===== config.mk =====
export PLATFORM = sky130hd
export DESIGN_NAME = led_sink_blink_off_timer
export DESIGN_NICKNAME = d
export VERILOG_FILES = /design/src/verilog/blink_pkg.sv /design/src/verilog/led_sink_blink_off_timer.sv
export VERILOG_INCLUDE_DIRS = /design/src /design/src/verilog
export SDC_FILE = /design/constraint.sdc
export NUM_CORES = 1
export LEC_CHECK = 0
export ABC_AREA = 0
export BUFFER_PORTS_ARGS = -buffer_cell sky130_fd_sc_hd__buf_2
export CAP_MARGIN = 0
export CORE_UTILIZATION = 45
export CTS_BUF_LIST = sky130_fd_sc_hd__clkbuf_16
export DETAILED_ROUTE_END_ITERATION = 8
export PLACE_DENSITY = 0.73
export SKIP_LAST_GASP = 1
export SLEW_MARGIN = 25
export SYNTH_ARGS = -nofsm -noshare
export SYNTH_HDL_FRONTEND = slang
export SYNTH_SLANG_ARGS = --single-unit
export TNS_END_PERCENT = 1

===== constraint.sdc =====
create_clock -name clk_sys_i -period 3.1 [get_ports clk_sys_i]
set_input_delay 0.62 -clock clk_sys_i [delete_from_list [all_inputs] [get_ports clk_sys_i]]
set_output_delay 0.62 -clock clk_sys_i [all_outputs]
set_load 0.01 [all_outputs]

===== src/verilog/blink_params.svh =====
// Constants for the current-sink blink off-time block.
// Assumes a 40 MHz system clock and an internal 0.1 s blink tick.
// Functional notes
// - Sink 4 off time from bits 7:6.
// - Sink 3 off time from bits 5:4.
// - Sink 2 off time from bits 3:2.
// - Sink 1 off time from bits 1:0.
// - Field 00: enabled sink stays on steadily.
// - Non-zero field: alternate off and on intervals.
// - Sinks enabled together start sequences together.
// - Shared on-time code picks 0.2/0.6/0.8/1.2 s.
// - Per-sink enable bit turns sink on/off.
`ifndef BLINK_PARAMS_SVH
`define BLINK_PARAMS_SVH

// ****************************************
// Register layout
// ****************************************
`define OFF_TIME_RESET 8'h00
`define OFF_FIELD_W 2
`define SINK_OFF_LSB(n) (`OFF_FIELD_W * (n))
`define ENABLE_RESET 4'h0

// ****************************************
// Timing
// ****************************************
`define BLINK_CLK_NS 25
`define BLINK_TICK_NS 100000000
`define BLINK_TICK_CYCLES (`BLINK_TICK_NS / `BLINK_CLK_NS)

// Interval lengths in 0.1 s ticks
`define ON_TICKS_00 5'h02
`define ON_TICKS_01 5'h06
`define ON_TICKS_10 5'h08
`define ON_TICKS_11 5'h0C
`define OFF_TICKS_01 5'h06
`define OFF_TICKS_10 5'h0C
`define OFF_TICKS_11 5'h12

`endif


===== src/verilog/blink_pkg.sv =====
// Types for the current-sink blink off-time block.
// Assumes blink_params.svh supplies all numeric constants.
package blink_pkg;
   // Per-sink blink phase, one-hot
   typedef enum logic [2:0] {
      PH_IDLE = 3'b001,
      PH_ON   = 3'b010,
      PH_OFF  = 3'b100
   } phase_type;
endpackage


===== src/verilog/led_sink_blink_off_timer.sv =====
// Blink sequencer for current sinks 1 to 4 with the off-time register.
// Assumes the register interface block drives the write strobes on clk_sys_i.
`timescale 1ns/1ps
`default_nettype none
`include "blink_params.svh"

module led_sink_blink_off_timer
   import blink_pkg::*;
#(
   parameter int unsigned TICK_CYCLES = `BLINK_TICK_CYCLES
) (
   // Clock and reset
   input wire logic clk_sys_i,
   input wire logic rst_b_i,
   // Off-time register access
   input wire logic off_time_we_i,
   input wire logic [7:0] off_time_wdata_i,
   output logic [7:0] off_time_rdata_o,
   // Enable register access, one bit per sink
   input wire logic enable_we_i,
   input wire logic [3:0] enable_wdata_i,
   output logic [3:0] sink_enable_bit_o,
   // Shared on-time code from the companion timing register
   input wire logic [1:0] sink_on_interval_i,
   // Sink drive
   output logic [3:0] current_sink_on_o
);

   // ****************************************
   // Decoders
   // ****************************************
   // On interval length in ticks
   function automatic logic [4:0] on_ticks(input logic [1:0] code);
      case (code)
         2'h0: on_ticks = `ON_TICKS_00;
         2'h1: on_ticks = `ON_TICKS_01;
         2'h2: on_ticks = `ON_TICKS_10;
         default: on_ticks = `ON_TICKS_11;
      endcase
   endfunction

   // Off interval length in ticks; 00 never reaches here
   function automatic logic [4:0] off_ticks(input logic [1:0] code);
      case (code)
         2'h1: off_ticks = `OFF_TICKS_01;
         2'h2: off_ticks = `OFF_TICKS_10;
         default: off_ticks = `OFF_TICKS_11;
      endcase
   endfunction

   // ****************************************
   // Registers
   // ****************************************
   logic [7:0] off_time_r; // Four 2-bit off-time fields
   logic [7:0] off_time_nxt;
   logic [3:0] en_r; // Per-sink enables
   logic [3:0] en_nxt;
   logic [21:0] div_r; // Tick divider
   logic [21:0] div_nxt;
   logic tick_r; // One-cycle 0.1 s tick
   logic tick_nxt;
   phase_type state_r [4]; // Blink phase per sink
   phase_type state_nxt [4];
   logic [4:0] cnt_r [4]; // Ticks spent in the phase
   logic [4:0] cnt_nxt [4];
   logic [3:0] on_r; // Registered sink drive
   logic [3:0] on_nxt;

   // Field of sink n (0 = sink 1)
   function automatic logic [1:0] field(input logic [7:0] r, input int n);
      field = r[`SINK_OFF_LSB(n) +: `OFF_FIELD_W];
   endfunction

   // Register writes and shared tick
   always_comb begin
      off_time_nxt = off_time_r;
      en_nxt = en_r;
      if (off_time_we_i) begin
         off_time_nxt = off_time_wdata_i;
      end
      if (enable_we_i) begin
         // Whole nibble at once, so sinks set together start together
         en_nxt = enable_wdata_i;
      end
      // Free-running divider; all sinks share it so their edges line up
      if (div_r == 22'(TICK_CYCLES - 1)) begin
         div_nxt = 22'h000000;
         tick_nxt = 1'b1;
      end else begin
         div_nxt = div_r + 22'h000001;
         tick_nxt = 1'b0;
      end
   end

   // Per-sink phase machines
   always_comb begin
      for (int i = 0; i < 4; i++) begin
         state_nxt[i] = state_r[i];
         cnt_nxt[i] = cnt_r[i];
         case (state_r[i])
            PH_IDLE: begin
               cnt_nxt[i] = 5'h00;
               if (en_r[i]) begin
                  // Sequence opens with the on interval
                  state_nxt[i] = PH_ON;
               end
            end
            PH_ON: begin
               if (!en_r[i]) begin
                  state_nxt[i] = PH_IDLE;
                  cnt_nxt[i] = 5'h00;
               end else if (field(off_time_r, i) == 2'h0) begin
                  cnt_nxt[i] = 5'h00; // Steady on
               end else if (tick_r) begin
                  if (cnt_r[i] + 5'h01 >= on_ticks(sink_on_interval_i)) begin
                     state_nxt[i] = PH_OFF;
                     cnt_nxt[i] = 5'h00;
                  end else begin
                     cnt_nxt[i] = cnt_r[i] + 5'h01;
                  end
               end
            end
            PH_OFF: begin
               if (!en_r[i]) begin
                  state_nxt[i] = PH_IDLE;
                  cnt_nxt[i] = 5'h00;
               end else if (field(off_time_r, i) == 2'h0) begin
                  // Blinking switched off mid-interval: go steady on
                  state_nxt[i] = PH_ON;
                  cnt_nxt[i] = 5'h00;
               end else if (tick_r) begin
                  if (cnt_r[i] + 5'h01 >= off_ticks(field(off_time_r, i))) begin
                     state_nxt[i] = PH_ON;
                     cnt_nxt[i] = 5'h00;
                  end else begin
                     cnt_nxt[i] = cnt_r[i] + 5'h01;
                  end
               end
            end
            default: begin
               state_nxt[i] = PH_IDLE;
               cnt_nxt[i] = 5'h00;
            end
         endcase
         on_nxt[i] = (state_nxt[i] == PH_ON);
      end
   end

   // State registers
   always_ff @(posedge clk_sys_i or negedge rst_b_i) begin
      if (!rst_b_i) begin
         off_time_r <= `OFF_TIME_RESET;
         en_r <= `ENABLE_RESET;
         div_r <= 22'h000000;
         tick_r <= 1'b0;
         on_r <= 4'h0;
         for (int i = 0; i < 4; i++) begin
            state_r[i] <= PH_IDLE;
            cnt_r[i] <= 5'h00;
         end
      end else begin
         off_time_r <= off_time_nxt;
         en_r <= en_nxt;
         div_r <= div_nxt;
         tick_r <= tick_nxt;
         on_r <= on_nxt;
         for (int i = 0; i < 4; i++) begin
            state_r[i] <= state_nxt[i];
            cnt_r[i] <= cnt_nxt[i];
         end
      end
   end

   assign off_time_rdata_o = off_time_r;
   assign sink_enable_bit_o = en_r;
   assign current_sink_on_o = on_r;

   for (genvar g = 0; g < 4; g++) begin : g_chk

   end
endmodule

`default_nettype wire

; Word level (Yosys, flattened, before mapping)
; Index checks and enable logic that the tools add are counted.
[word_totals]
out_inout_bits = 16
ff_bits = 71
[classes]
reduce_logical = 9
muxes = 112
eq_ne = 35
addsub = 5
magnitude_cmp = 8
[op_table]
columns = cell, n
row1 = two-way mux 5 bit, 61
row2 = two-way mux 3 bit, 36
row3 = case mux 5 bit (2 select lines), 8
row4 = greater-or-equal comparator 5 bit, 8
row5 = case mux 3 bit (3 select lines), 4
row6 = inequality test 4 bit (second input constant), 8
row7 = equality test 3 x 2 -> 1 bit (second input constant), 8
row8 = adder 22 x 1 -> 22 bit (second input constant), 1
row9 = equality test 22 bit (second input constant), 1
row10 = two-way mux 22 bit, 1
row11 = adder 5 x 1 -> 5 bit (second input constant), 4
row12 = equality test 3 x 1 -> 1 bit (second input constant), 4
row13 = equality test 3 bit (second input constant), 4
row14 = case mux 4 bit (3 select lines), 1
row15 = equality test 2 x 1 -> 1 bit (second input constant), 5
row16 = equality test 2 bit (second input constant), 5
row17 = logical NOT 2 bit, 5
row18 = AND reduction 2 bit, 4
row19 = two-way mux 1 bit, 1

; Depth between registers and ports, before layout
; Gate-level depths: netlist of the first run.
[depth]
ltp_word = 13
depth_mapped = 9
mapped_depth_nobuf = 9

; Least setup slack after synthesis of the first run
; No wires, ideal clock.
[synth_timing]
kind = flip-flop to flip-flop
startpoint = register cnt_r[5] (netlist bit)
endpoint = register on_r[2], in the netlist current_sink_on_o[2]
stages_incl_launch_ff = 10
path_buffers = 0
synth_period_minus_slack_ps = 2267
arrival_ps = 2201
t_required_ps = 3034
path_slack_ps = 833
setup_time_ps = 66
cell_sequence = dfrtp_1 ha_1 nor2b_1 or2_2 ha_1 o21ai_0 a31oi_1 o311a_1 nor4b_2 o31a_1
[synth_between]
elab_chain_len = 8
word_cells_on_any_way = 13
cone_classes = add/sub: 1 / order compare: 2 / eq/ne: 1 / mux: 9
[synth_lines]
columns = element, line
row1 = from (decl), led_sink_blink_off_timer.sv:64  ; logic [4:0] cnt_r [4];
row2 = "from (signal, indexed assignment)", led_sink_blink_off_timer.sv:169  ; cnt_r[i] <= cnt_nxt[i];
row3 = adder 5 x 1 -> 5 bit *, "led_sink_blink_off_timer.sv:115, led_sink_blink_off_timer.sv:132"
row4 = "greater-or-equal comparator 5 bit, on equally long branches", "led_sink_blink_off_timer.sv:132, led_sink_blink_off_timer.sv:115"
row5 = "two-way mux 3 bit, on equally long branches", "led_sink_blink_off_timer.sv:132, led_sink_blink_off_timer.sv:115"
row6 = "two-way mux 3 bit, on equally long branches", "led_sink_blink_off_timer.sv:131, led_sink_blink_off_timer.sv:114"
row7 = "two-way mux 3 bit, on equally long branches", "led_sink_blink_off_timer.sv:127, led_sink_blink_off_timer.sv:112"
row8 = "two-way mux 3 bit, on equally long branches", "led_sink_blink_off_timer.sv:124, led_sink_blink_off_timer.sv:109"
row9 = case mux 3 bit (3 select lines) *, led_sink_blink_off_timer.sv:100  ; case (state_r[i])
row10 = equality test 3 x 2 -> 1 bit *, led_sink_blink_off_timer.sv:145  ; on_nxt[i] = (state_nxt[i] == PH_ON);
row11 = via on_nxt[2], led_sink_blink_off_timer.sv:67  ; logic [3:0] on_nxt;
row12 = to (signal assigned), led_sink_blink_off_timer.sv:166  ; on_r <= on_nxt;
row13 = to (decl), led_sink_blink_off_timer.sv:66  ; logic [3:0] on_r;
; The timed path passes the listed nets; every way through them passes the cells marked *.
; A chain may end at the register's enable or synchronous reset.

==> results of run 1 <==
[synth_stat cells, drive strengths merged (5+ instances only)]
| master | instances | area, sq um |
|---|---|---|
| a21oi | 23 | 115 |
| clkbuf | 7 | 26.3 |
| dfrtp | 67 | 1680 |
| ha | 41 | 513 |
| inv | 37 | 139 |
| nand2 | 53 | 199 |
| nand2b | 7 | 43.8 |
| nand3 | 25 | 145 |
| nand4 | 8 | 80.1 |
| nor2 | 37 | 141 |
| nor2b | 9 | 56.3 |
| nor3 | 12 | 60.1 |
| nor4 | 5 | 58.8 |
| nor4b | 7 | 92.6 |
| o21ai | 23 | 115 |
| o22ai | 8 | 50.1 |
| o31a | 6 | 52.6 |
| xnor2 | 20 | 198 |
| xor2 | 14 | 123 |
[cells by family (layout without fill, tap and decap cells)]
| kind of cell | Yosys count | count (layout) | share of synthesized area |
|---|---|---|---|
| and+or+nand+nor | 183 | 183 | 0.229 |
| AOI/OAI and AO/OA | 93 | 93 | 0.138 |
| buffers and inverters | 48 | 87 | 0.0417 |
| muxes | 4 | 4 | 0.0100 |
| adders and majority gates | 41 | 41 | 0.114 |
| xor gates and xnor gates | 34 | 34 | 0.0712 |
| DFF | 71 | 71 | 0.396 |
[per-layer routing]
layer | GRT usage | routed length, um
met3 | 0.0410 | 255
met1 | 0.231 | 4240
met2 | 0.318 | 4440
met5 | 0 | 0
met4 | 0.0791 | 131
[per-stage QoR]
step | power [W] | utilization
after floorplan | 0.00132 | -
after global placement | 0.00143 | 0.493
after detailed placement | 0.00145 | 0.493
after CTS | 0.00236 | 0.519
after global routing | 0.00247 | 0.519
final | 0.00235 | 0.519
[state kept, by name, indices dropped and copies added (netlist names)]
register and flops:
tick_r 1, off_time_rdata_o 8, sink_enable_bit_o 4, state_r 12, cnt_r 20, div_r 22, current_sink_on_o 4
[path summary, 6_finish.rpt]
check	from	end	cells past startpoint
worst max-delay path	cnt_r[5]$_DFFE_PN0P_	state_r[4]$_DFF_PN0_	9
worst min register to register	div_r[0]$_DFF_PN0_	div_r[0]$_DFF_PN0_	1
worst max register to register	cnt_r[5]$_DFFE_PN0P_	state_r[4]$_DFF_PN0_	9
min in group clk_sys_i	div_r[0]$_DFF_PN0_	div_r[0]$_DFF_PN0_	1
max in group asynchronous	rst_b_i	state_r[9]$_DFF_PN1_	2
worst min-delay path	rst_b_i	state_r[7]$_DFF_PN0_	2
[power by group through the flow]
stage                     registers, W  clock network, W  logic [W]
after global routing           0.00108          0.000979   0.000413
after detailed placement       0.00108                 0   0.000364
after CTS                      0.00107          0.000929   0.000366
after floorplan                0.00106                 0   0.000256
final                          0.00107          0.000915   0.000363
after global placement         0.00108                 0   0.000350
[layout make-up]
type | count | area share
Inverter | 37 | 0.0275
Sequential cell | 71 | 0.353
Clock buffer | 9 | 0.0446
Clock inverter | 6 | 0.00594
Timing Repair Buffer | 35 | 0.0357
Tap cell | 133 | 0.0329
Multi-Input combinational cell | 355 | 0.501
==> results by group, run 1 <==
Clocking
  • Clk_lat worst skew: 340 ps
  • Post-CTS Setup Bufs: 0
  • Htree depth: 3
  • CTS resizes: 0
  • Post-CTS Hold Buffers: 0
  • Root Buffer: clkbuf_16
  • CTS Buffer Depth: 2
  • Clock Sinks: around 70
  • TritonCTS clock tree: yes
  • Num CTS Buffers: 9
  • Clk slew on worst S/H paths: 60 ps

STA
  • Final worst path period share: 0.810
  • Worst clock skew: 5.10 ps
  • Max Slew Vio Count: 0
  • Final setup vio count: 0
  • Final Worst Setup Slack: 588 ps
  • Slew @ Worst Pin: a little over 800 ps
  • Hold_ws: 297 ps
  • Max Freq: 398 MHz
  • Post-layout minimum cycle time: approximately 2500 ps
  • Total negative slack: 0 ps
  • Final hold vios: 0
  • RSZ-0062 raised after global routing: no
  • Rel. slew slack: 0.454

Worst setup path
  • Critical path's most frequent cell: ha_1
  • CP max stage delay: 430 ps
  • CP Buf/Inv Count: 0
  • Slowest CP cell: dfrtp_1
  • Crit path cell chain: ha_1 -> nor2b_1 -> or2_2 -> ha_1 -> nand3_1 -> a21oi_1 -> o31ai_1 -> a211oi_1 -> o31a_1
  • CP Capture Type: register
  • CP delay by family, top: compound AO/OA/AOI/OAI gates
  • Setup Crit Path Kind: register to register
  • Startpoint types: register
  • Crit Path Max Fanout: 6
  • CP arrival: between 2000 and 3000 ps
  • R2r setup slk: 590 ps
  • Worst endpoint required time: 3370 ps

Die
  • IO Pins: 34
  • Die Height: 102 um
  • Die W: between 100 and 150 um
  • Die area: 0.0104 sq mm
  • FP Rows: 36
  • Initial core utilization: 0.462
  • Core Region: 0.00973 sq mm

Power and ir drop
  • Pwr per Cell Area: 464 mW/mm^2
  • Clock network power share: 0.390
  • P_leak: 2.33 nW
  • Internal power: 0.00167 W
  • Sequential share of power: 0.455
  • Sw power: around 0.00067 W
  • Max IR drop VDD: 0.229 mV
  • Comb power frac: 0.155
  • Net Sw Frac: 0.286

Detailed routing
  • DR vias/cell: 5.48
  • Routed vias: 3538
  • Post-route DRC: 1
  • Detailed Routing Iterations Pass 1: 6
  • DRT antenna net count: 0
  • Final wirelength: 9070 um
  • Initial DRC count: between 100 and 150
  • Drt wl/cell: 14.0 um

Layout
  • # diodes: 0
  • Number of fillers in the final layout: 895
  • Commonest cells after routing, fill and taps aside: dfrtp_1, nand2_1, ha_1
  • P&R area growth vs syn: 12.3%
  • Layout Cells excl Fill: about 650
  • Area of the multi-input gates: about 0.0025 sq mm
  • Storage cell area: 0.00178 sq mm
  • Post-layout net count: about 570
  • Commonest non-fill, non-tap cell in the layout: dfrtp_1
  • Layout cells sized above 1: 0.156
  • Final non-filler cell area: 0.00505 sq mm

Synthesis
  • Post-synth EDFFs: 0
  • Ys flop type: dfrtp_1
  • Ys async rst share: 1.00
  • Synthesized area per cell: 9.49 sq um
  • Register area share after synthesis: 0.396
  • Cell area after synthesis: 0.00450 sq mm
  • Number of distinct library cells after synthesis: 62
  • Yosys Warn Count: 0
  • FF+latch count, synth: 71
  • Mapped Cells: approximately 470
  • Syn nets: 533

Job
  • MaxCap Viol Count: 0

Status
  • Failing checks: design-rule violations
  • Status: finished, violations left

Place
  • Placed cells: 631
  • Pre-CTS setup slack: 627 ps
  • Final GP Congestion: between 0.8 and 0.9
  • PortBufs: 33
  • Post-place instance area: ~0.0048 sq mm
  • Dpl hpwl: 6690 um

Global route
  • Overflow after GRT: 0
  • Largest net degree at the start of global routing: 44
  • First-pass GRT wire length: 15100 um
  • GRT Total Usage: 0.188
  • Initial antenna violation count: 0
  • Number of global-route vias before repair: 3404

Hold path
  • Hold crit path type: input pin to async pin
No activity file was read; power rests on OpenSTA's default activity.
==> run 2: changes to the inputs <==
ABC_AREA = 1   (was 0)
PLACE_DENSITY = 0.75   (was 0.73)
clock period = 2.1 ns   (was 3.1 ns; I/O delays follow)
==> run 2 against run 1 <==
Against the previous run: the run now ends clean; fmax increased by 24%; combinational power increased by 41%; first-iteration DRC count increased by 68%; synthesized cell count increased by 27%; setup slack got worse by 510 ps; die area increased by 1.6%; utilization increased by 3.5 points; power increased by 54%; via count increased by 14%; critical path type unchanged; critical endpoint is now cnt_r[2]$_DFFE_PN0P_; largest cell class unchanged.
==> results by group, run 2 <==
Status
  • Status: completed

Layout
  • Commonest cells after routing, fill and taps aside: nand2_1, inv_1, dfrtp_1
  • Layout cells sized above 1: 0.158
  • P&R area growth vs syn: 19.1%
  • Area of the multi-input gates: 0.00242 sq mm
  • Storage cell area: 0.00178 sq mm
  • Most flops, register: div_r
  • Number of fillers in the final layout: roughly 930
  • Biggest registers after layout: div_r x22, cnt_r x20, state_r x12
  • Largest register FFs: 22
  • Post-layout net count: 720
  • # diodes: 0
  • Commonest non-fill, non-tap cell in the layout: nand2_1

Worst setup path
  • Worst endpoint required time: 2380 ps
  • Worst r2r dst: cnt_r[2]$_DFFE_PN0P_
  • Startpoint types: register
  • CP arrival: 2300 ps
  • Setup Crit Path Kind: register to register
  • R2r setup slk: roughly 74 ps
  • Worst Reg-to-Reg Cells: 13
  • Crit Path Max Fanout: 4
  • Worst reg2reg path startpoint: cnt_r[0]$_DFFE_PN0P_
  • CP Capture Type: register

Place
  • Final GP Congestion: approximately 0.9
  • PortBufs: 33
  • Dpl hpwl: 7510 um

Global route
  • Initial antenna violation count: 0
  • GRT Total Usage: 0.207
  • Number of global-route vias before repair: between 3000 and 4000
  • Overflow after GRT: 0
  • First-pass GRT wire length: 16900 um
  • Largest net degree at the start of global routing: 42

Synthesis
  • FF+latch count, synth: 71
  • Synthesized area per cell: 7.58 sq um
  • Syn nets: 662
  • Synth top area share: 0.367
  • Post-synth top area cell: dfrtp_1
  • Number of distinct library cells after synthesis: 30
  • Post-synth top cells: nand2_1, inv_1, dfrtp_1
  • Most numerous cell in the Yosys netlist: nand2_1
  • Post-synth EDFFs: 0
  • Ys async rst share: 1.00
  • Ys flop type: dfrtp_1
  • Mapped Cells: ~600
  • Register area share after synthesis: 0.390
  • Cell area after synthesis: 0.00457 sq mm
  • Yosys Warn Count: 0
  • Synth area leaders: dfrtp_1, nand2_1, ha_1, inv_1, nand3_1

Detailed routing
  • Routed vias: between 4000 and 5000
  • Drt wl/cell: 12.8 um
  • DRT antenna net count: 0
  • Detailed Routing Iterations Pass 1: 5
  • Final wirelength: 10200 um
  • Post-route DRC: 0
  • DR vias/cell: between 5 and 6
  • Initial DRC count: 198

Clocking
  • TritonCTS clock tree: yes
  • Post-CTS Hold Buffers: 0
  • CTS Buffer Depth: 2
  • Clk_lat worst skew: around 340 ps
  • Num CTS Buffers: 9
  • Htree depth: 3
  • Clk slew on worst S/H paths: 60 ps
  • Root Buffer: clkbuf_16
  • Clock Sinks: 71

STA
  • Max Freq: 494 MHz
  • Final worst path period share: 0.965
  • Final setup vio count: 0
  • Final hold vios: 0
  • Slew @ Worst Pin: 639 ps
  • Rel. slew slack: 0.570
  • Max Slew Vio Count: 0
  • RSZ-0062 raised after global routing: yes
  • Worst clock skew: 6.64 ps
  • Post-layout minimum cycle time: 2030 ps
  • Total negative slack: 0 ps

Power and ir drop
  • Pwr per Cell Area: around 670 mW/mm^2
  • Sw power: 0.000952 W
  • Sequential share of power: 0.415
  • Max IR drop VDD: approximately 0.32 mV
  • Comb power frac: 0.142
  • Overall power: 0.00362 W
  • Clock network power share: 0.443
  • P_leak: 3.07 nW
  • Net Sw Frac: 0.263
  • Internal power: around 0.0027 W

Job
  • MaxCap Viol Count: 0

Die
  • IO Pins: 34
  • Die Height: 103 um
  • Die W: slightly above 100 um
  • Core Region: around 0.0098 sq mm
  • Initial core utilization: 0.465
  • FP Rows: 36
  • Die area: between 0.01 and 0.015 sq mm

Hold path
  • Hold crit path type: input pin to async pin
-- run 2: cell types whose count changed after synthesis, moves of 11 or more --
cell     before  now
a21oi_1      23   10
inv_1        37  122
nand2_1      53  157
nand3_1      21   62
nand4_1       6   17
xnor2_1      17    6
-- run 2: layer usage --
layer | share of wire | track usage | wire [um] | vias up
li1 | - | - | - | 2021
met1 | 0.43 | 0.229 | 4400 | 1904
met2 | 0.52 | 0.383 | 5330 | 88
met3 | 0.034 | 0.0488 | 344 | 16
met4 | 0.012 | 0.0758 | 119 | 0
met5 | 0 | 0 | 0 | -
-- run 2: cells by family after synthesis --
| family | share of synthesized area |
|---|---|
| buffers and inverters | 0.105 |
| adders and majority gates | 0.112 |
| xor gates and xnor gates | 0.0479 |
| DFF | 0.390 |
| AOI/OAI and AO/OA | 0.0367 |
| and+or+nand+nor | 0.306 |
| muxes | 0.00246 |
-- run 2: layout make-up --
class,count,share of cell area
Sequential cell,71,0.328
Timing Repair Buffer,50,0.0552
Tap cell,133,0.0306
Clock buffer,9,0.0414
Multi-Input combinational cell,406,0.444
Inverter,123,0.0848
Clock inverter,7,0.0161
-- run 2: worst max-delay path, stage by stage (launching register included) --
cell and delay (ps):
dfrtp_1 410, buf_6 140, nand3_2 80, xor2_1 160
inv_1 90, ha_1 290, nand2_1 80, inv_1 40
nand2_1 70, nand3_2 110, o21ai_2 150, buf_4 140
nand3_1 80, nand2_1 110
-- run 2: metrics by stage --
step / hold WS [ps] / util / cells / worst slack (ps) / cell area (sq um)
after global placement: 463 / 0.506 / 777 / 113 / 4970
after CTS: 121 / 0.540 / 793 / -7.68 / 5300
after detailed placement: 465 / 0.506 / 777 / 16.4 / 4970
after global routing: 138 / 0.554 / 799 / -43.4 / 5440
after floorplan: 124 / - / 603 / 200 / 4570
final: 91.4 / 0.554 / 799 / 74.4 / 5440
-- run 2: worst max-delay path by stage --
| stage | startpoint | endpoint | slack [ps] | depth (start not counted) |
|---|---|---|---|---|
| global route | cnt_r[6]$_DFFE_PN0P_ | cnt_r[7]$_DFFE_PN0P_ | -40 | 11 |
| finish | cnt_r[0]$_DFFE_PN0P_ | cnt_r[2]$_DFFE_PN0P_ | 70 | 13 |
| CTS | cnt_r[1]$_DFFE_PN0P_ | cnt_r[2]$_DFFE_PN0P_ | -8 | 13 |
| detailed placement | cnt_r[5]$_DFFE_PN0P_ | current_sink_on_o[2]$_DFF_PN0_ | 20 | 10 |
| floorplan | cnt_r[0]$_DFFE_PN0P_ | cnt_r[0]$_DFFE_PN0P_ | 200 | 10 |
| global placement | cnt_r[1]$_DFFE_PN0P_ | cnt_r[0]$_DFFE_PN0P_ | 110 | 11 |
-- run 2: repair_timing --
action,in CTS,in global routing
buffers inserted,0,6
pin swaps,0,12
setup endpoints to repair,4,26
gates resized for setup,3,22
-- run 2: power by group through the flow --
stage / Clock (W) / Combinational [W] / Sequential, W
finish: 0.00161 / 0.000513 / 0.00150
global route: 0.00169 / 0.000593 / 0.00151
global placement: 0 / 0.000477 / 0.00153
floorplan: 0 / 0.000307 / 0.00154
detailed placement: 0 / 0.000499 / 0.00153
CTS: 0.00163 / 0.000503 / 0.00150
==> run 3: changes to the inputs <==
CELL_PAD_IN_SITES_DETAIL_PLACEMENT = 2   (was not set)
CELL_PAD_IN_SITES_GLOBAL_PLACEMENT = 2   (was not set)
CORE_UTILIZATION = 32   (was 45)
PLACE_DENSITY = 0.86   (was 0.75)
==> run 3 against run 2 <==
Against the previous run: the flow now finishes with violations (negative setup slack); sequential share of layout area shrank 1.3 points; power fell by 2.5%; count of clock-buffer cells in the layout did not move; die area rose by 40%; worst hold slack got worse by 82 ps; utilization fell by 15 points; non-clock buffer count up 8; routed wire length up 57%; via count grew 6.4%; first-iteration DRC count fell by 43%; setup slack worse by 150 ps; critical path depth is the same.
==> results by group, run 3 (synthesis gave the netlist of run 2 again) <==
Power and ir drop
  • Max IR drop VDD: about 0.29 mV
  • P_leak: between 3 and 4 nW
  • Pwr per Cell Area: between 600 and 700 mW/mm^2

Clocking
  • Root Buffer: clkbuf_16
  • Htree depth: 3
  • CTS Buffer Depth: 2
  • Clk slew on worst S/H paths: 60 ps
  • TritonCTS clock tree: yes
  • Num CTS Buffers: 9
  • Clock Sinks: 71
  • Clk_lat worst skew: about 350 ps

Worst setup path
  • Crit Path Max Fanout: 5
  • CP arrival: 2420 ps
  • Startpoint types: register
  • CP Capture Type: register
  • Worst endpoint required time: ~2300 ps
  • Worst Setup SP: cnt_r[12]$_DFFE_PN0P_
  • Worst reg2reg path startpoint: cnt_r[12]$_DFFE_PN0P_
  • Setup Crit Path Kind: register to register

Detailed routing
  • DRT antenna net count: 0
  • DR vias/cell: about 5
  • Routed vias: 4286
  • Initial DRC count: 112
  • Drt wl/cell: 18.8 um
  • Detailed Routing Iterations Pass 1: 4
  • Post-route DRC: 0
  • Final wirelength: 16000 um

Layout
  • Biggest registers after layout: div_r x22, cnt_r x20, state_r x12
  • Largest register FFs: 22
  • # diodes: 0
  • Number of fillers in the final layout: 1564
  • P&R area growth vs syn: 24.0%
  • Final non-filler cell area: between 0.005 and 0.006 sq mm
  • Post-layout net count: between 700 and 800
  • Commonest cells after routing, fill and taps aside: nand2_1, inv_1, dfrtp_1
  • Most flops, register: div_r
  • Layout cells sized above 1: 0.198
  • Commonest non-fill, non-tap cell in the layout: nand2_1
  • Util after Layout: 0.408

STA
  • Final setup vio count: 10
  • Worst clock skew: 12.3 ps
  • Hold_ws: 9.03 ps
  • Max Freq: 459 MHz
  • Post-layout minimum cycle time: ~2200 ps
  • Rel. slew slack: 0.660
  • RSZ-0062 raised after global routing: yes
  • Slew @ Worst Pin: between 500 and 600 ps
  • Max Slew Vio Count: 0
  • Final Worst Setup Slack: -80.1 ps
  • Final hold vios: 0
  • Final worst path period share: 1.04

Die
  • Core Region: 0.0139 sq mm
  • IO Pins: 34
  • FP Rows: 43
  • Die area: 0.0148 sq mm
  • Die W: 122 um
  • Initial core utilization: 0.329
  • Die Height: 122 um

Job
  • MaxCap Viol Count: 0

Place
  • PortBufs: 33
  • Final GP Congestion: about 0.85
  • Dpl hpwl: 10600 um
  • Post-place instance area: 0.00507 sq mm

Status
  • Failing checks: negative setup slack
  • Status: finished, violations left

Global route
  • Largest net degree at the start of global routing: 32
  • First-pass GRT wire length: 23100 um
  • Initial antenna violation count: 0
  • GRT Total Usage: 0.205
  • Overflow after GRT: 0
  • Number of global-route vias before repair: 4663

Hold path
  • Hold crit path type: input pin to async pin
run 3: cell types whose count changed in the layout (fill, tap and decap cells not counted), sizes merged:
cell	before	now
buf	50	58
clkinvlp	1	0
clkinv	4	3
bufinv	2	0
inv	123	126
run 3: layer usage:
metal,part of all wire,GRT usage,vias to the layer above
met3,0.020,0.0296,23
met2,0.55,0.389,61
met1,0.41,0.228,2168
met5,0,0,-
met4,0.025,0.0795,0
li1,-,-,2034
run 3: layout make-up:
cell class                      instances  area (sq um)  share of cell area
Multi-Input combinational cell        406          2550               0.451
Sequential cell                        71          1780               0.315
Inverter                              123           462              0.0815
Timing Repair Buffer                   58           392              0.0691
Clock buffer                            9           225              0.0397
Tap cell                              180           225              0.0397
Clock inverter                          6          23.8             0.00420
run 3: per-stage QoR:
| stage | setup TNS [ps] | power [W] | std cells | setup WS [ps] |
|---|---|---|---|---|
| finish | -333 | 0.00353 | 853 | -80.1 |
| detailed placement | -753 | 0.00208 | 826 | -168 |
| floorplan | 0 | 0.00185 | 603 | 200 |
| global route | -2740 | 0.00368 | 853 | -185 |
| global placement | 0 | 0.00203 | 826 | 58.6 |
| CTS | -22.7 | 0.00347 | 845 | -10.5 |
run 3: power breakdown:
part           switching [W]  internal (W)
sequential         0.0000523       0.00146
combinational       0.000425      0.000217
clock               0.000606      0.000770
total                0.00108       0.00245
run 3: worst paths after layout:
path,cells after the start,end,slack (ps)
max,13,current_sink_on_o[1]$_DFF_PN0_,-80
min,1,state_r[8]$_DFF_PN0_,9
max reg2reg,13,current_sink_on_o[1]$_DFF_PN0_,-80
min reg2reg,1,div_r[14]$_DFF_PN0_,510
max in group asynchronous,2,state_r[0]$_DFF_PN1_,1530
min in group clk_sys_i,3,off_time_rdata_o[3]$_DFFE_PN0P_,300
run 3: critical path, cell delays in order, from the launching register on:
cell and delay (ps):
dfrtp_1 520, nand3_1 180, xnor2_2 250, ha_1 280
nand2_1 90, nor2_1 50, nand2_1 80, nand3_2 110
nand2_1 130, nand2_1 70, nand2_1 70, nand3_1 90
nand2_1 100, inv_1 50
run 3: timing repair:
item | CTS | global route
hold buffers | 0 | 0
endpoints found under the hold margin | 0 | 0
gates resized for setup | 9 | 41
pin swaps | 5 | 13
endpoints found under the setup margin | 15 | 28
cloned | 0 | 0
setup buffers | 4 | 8
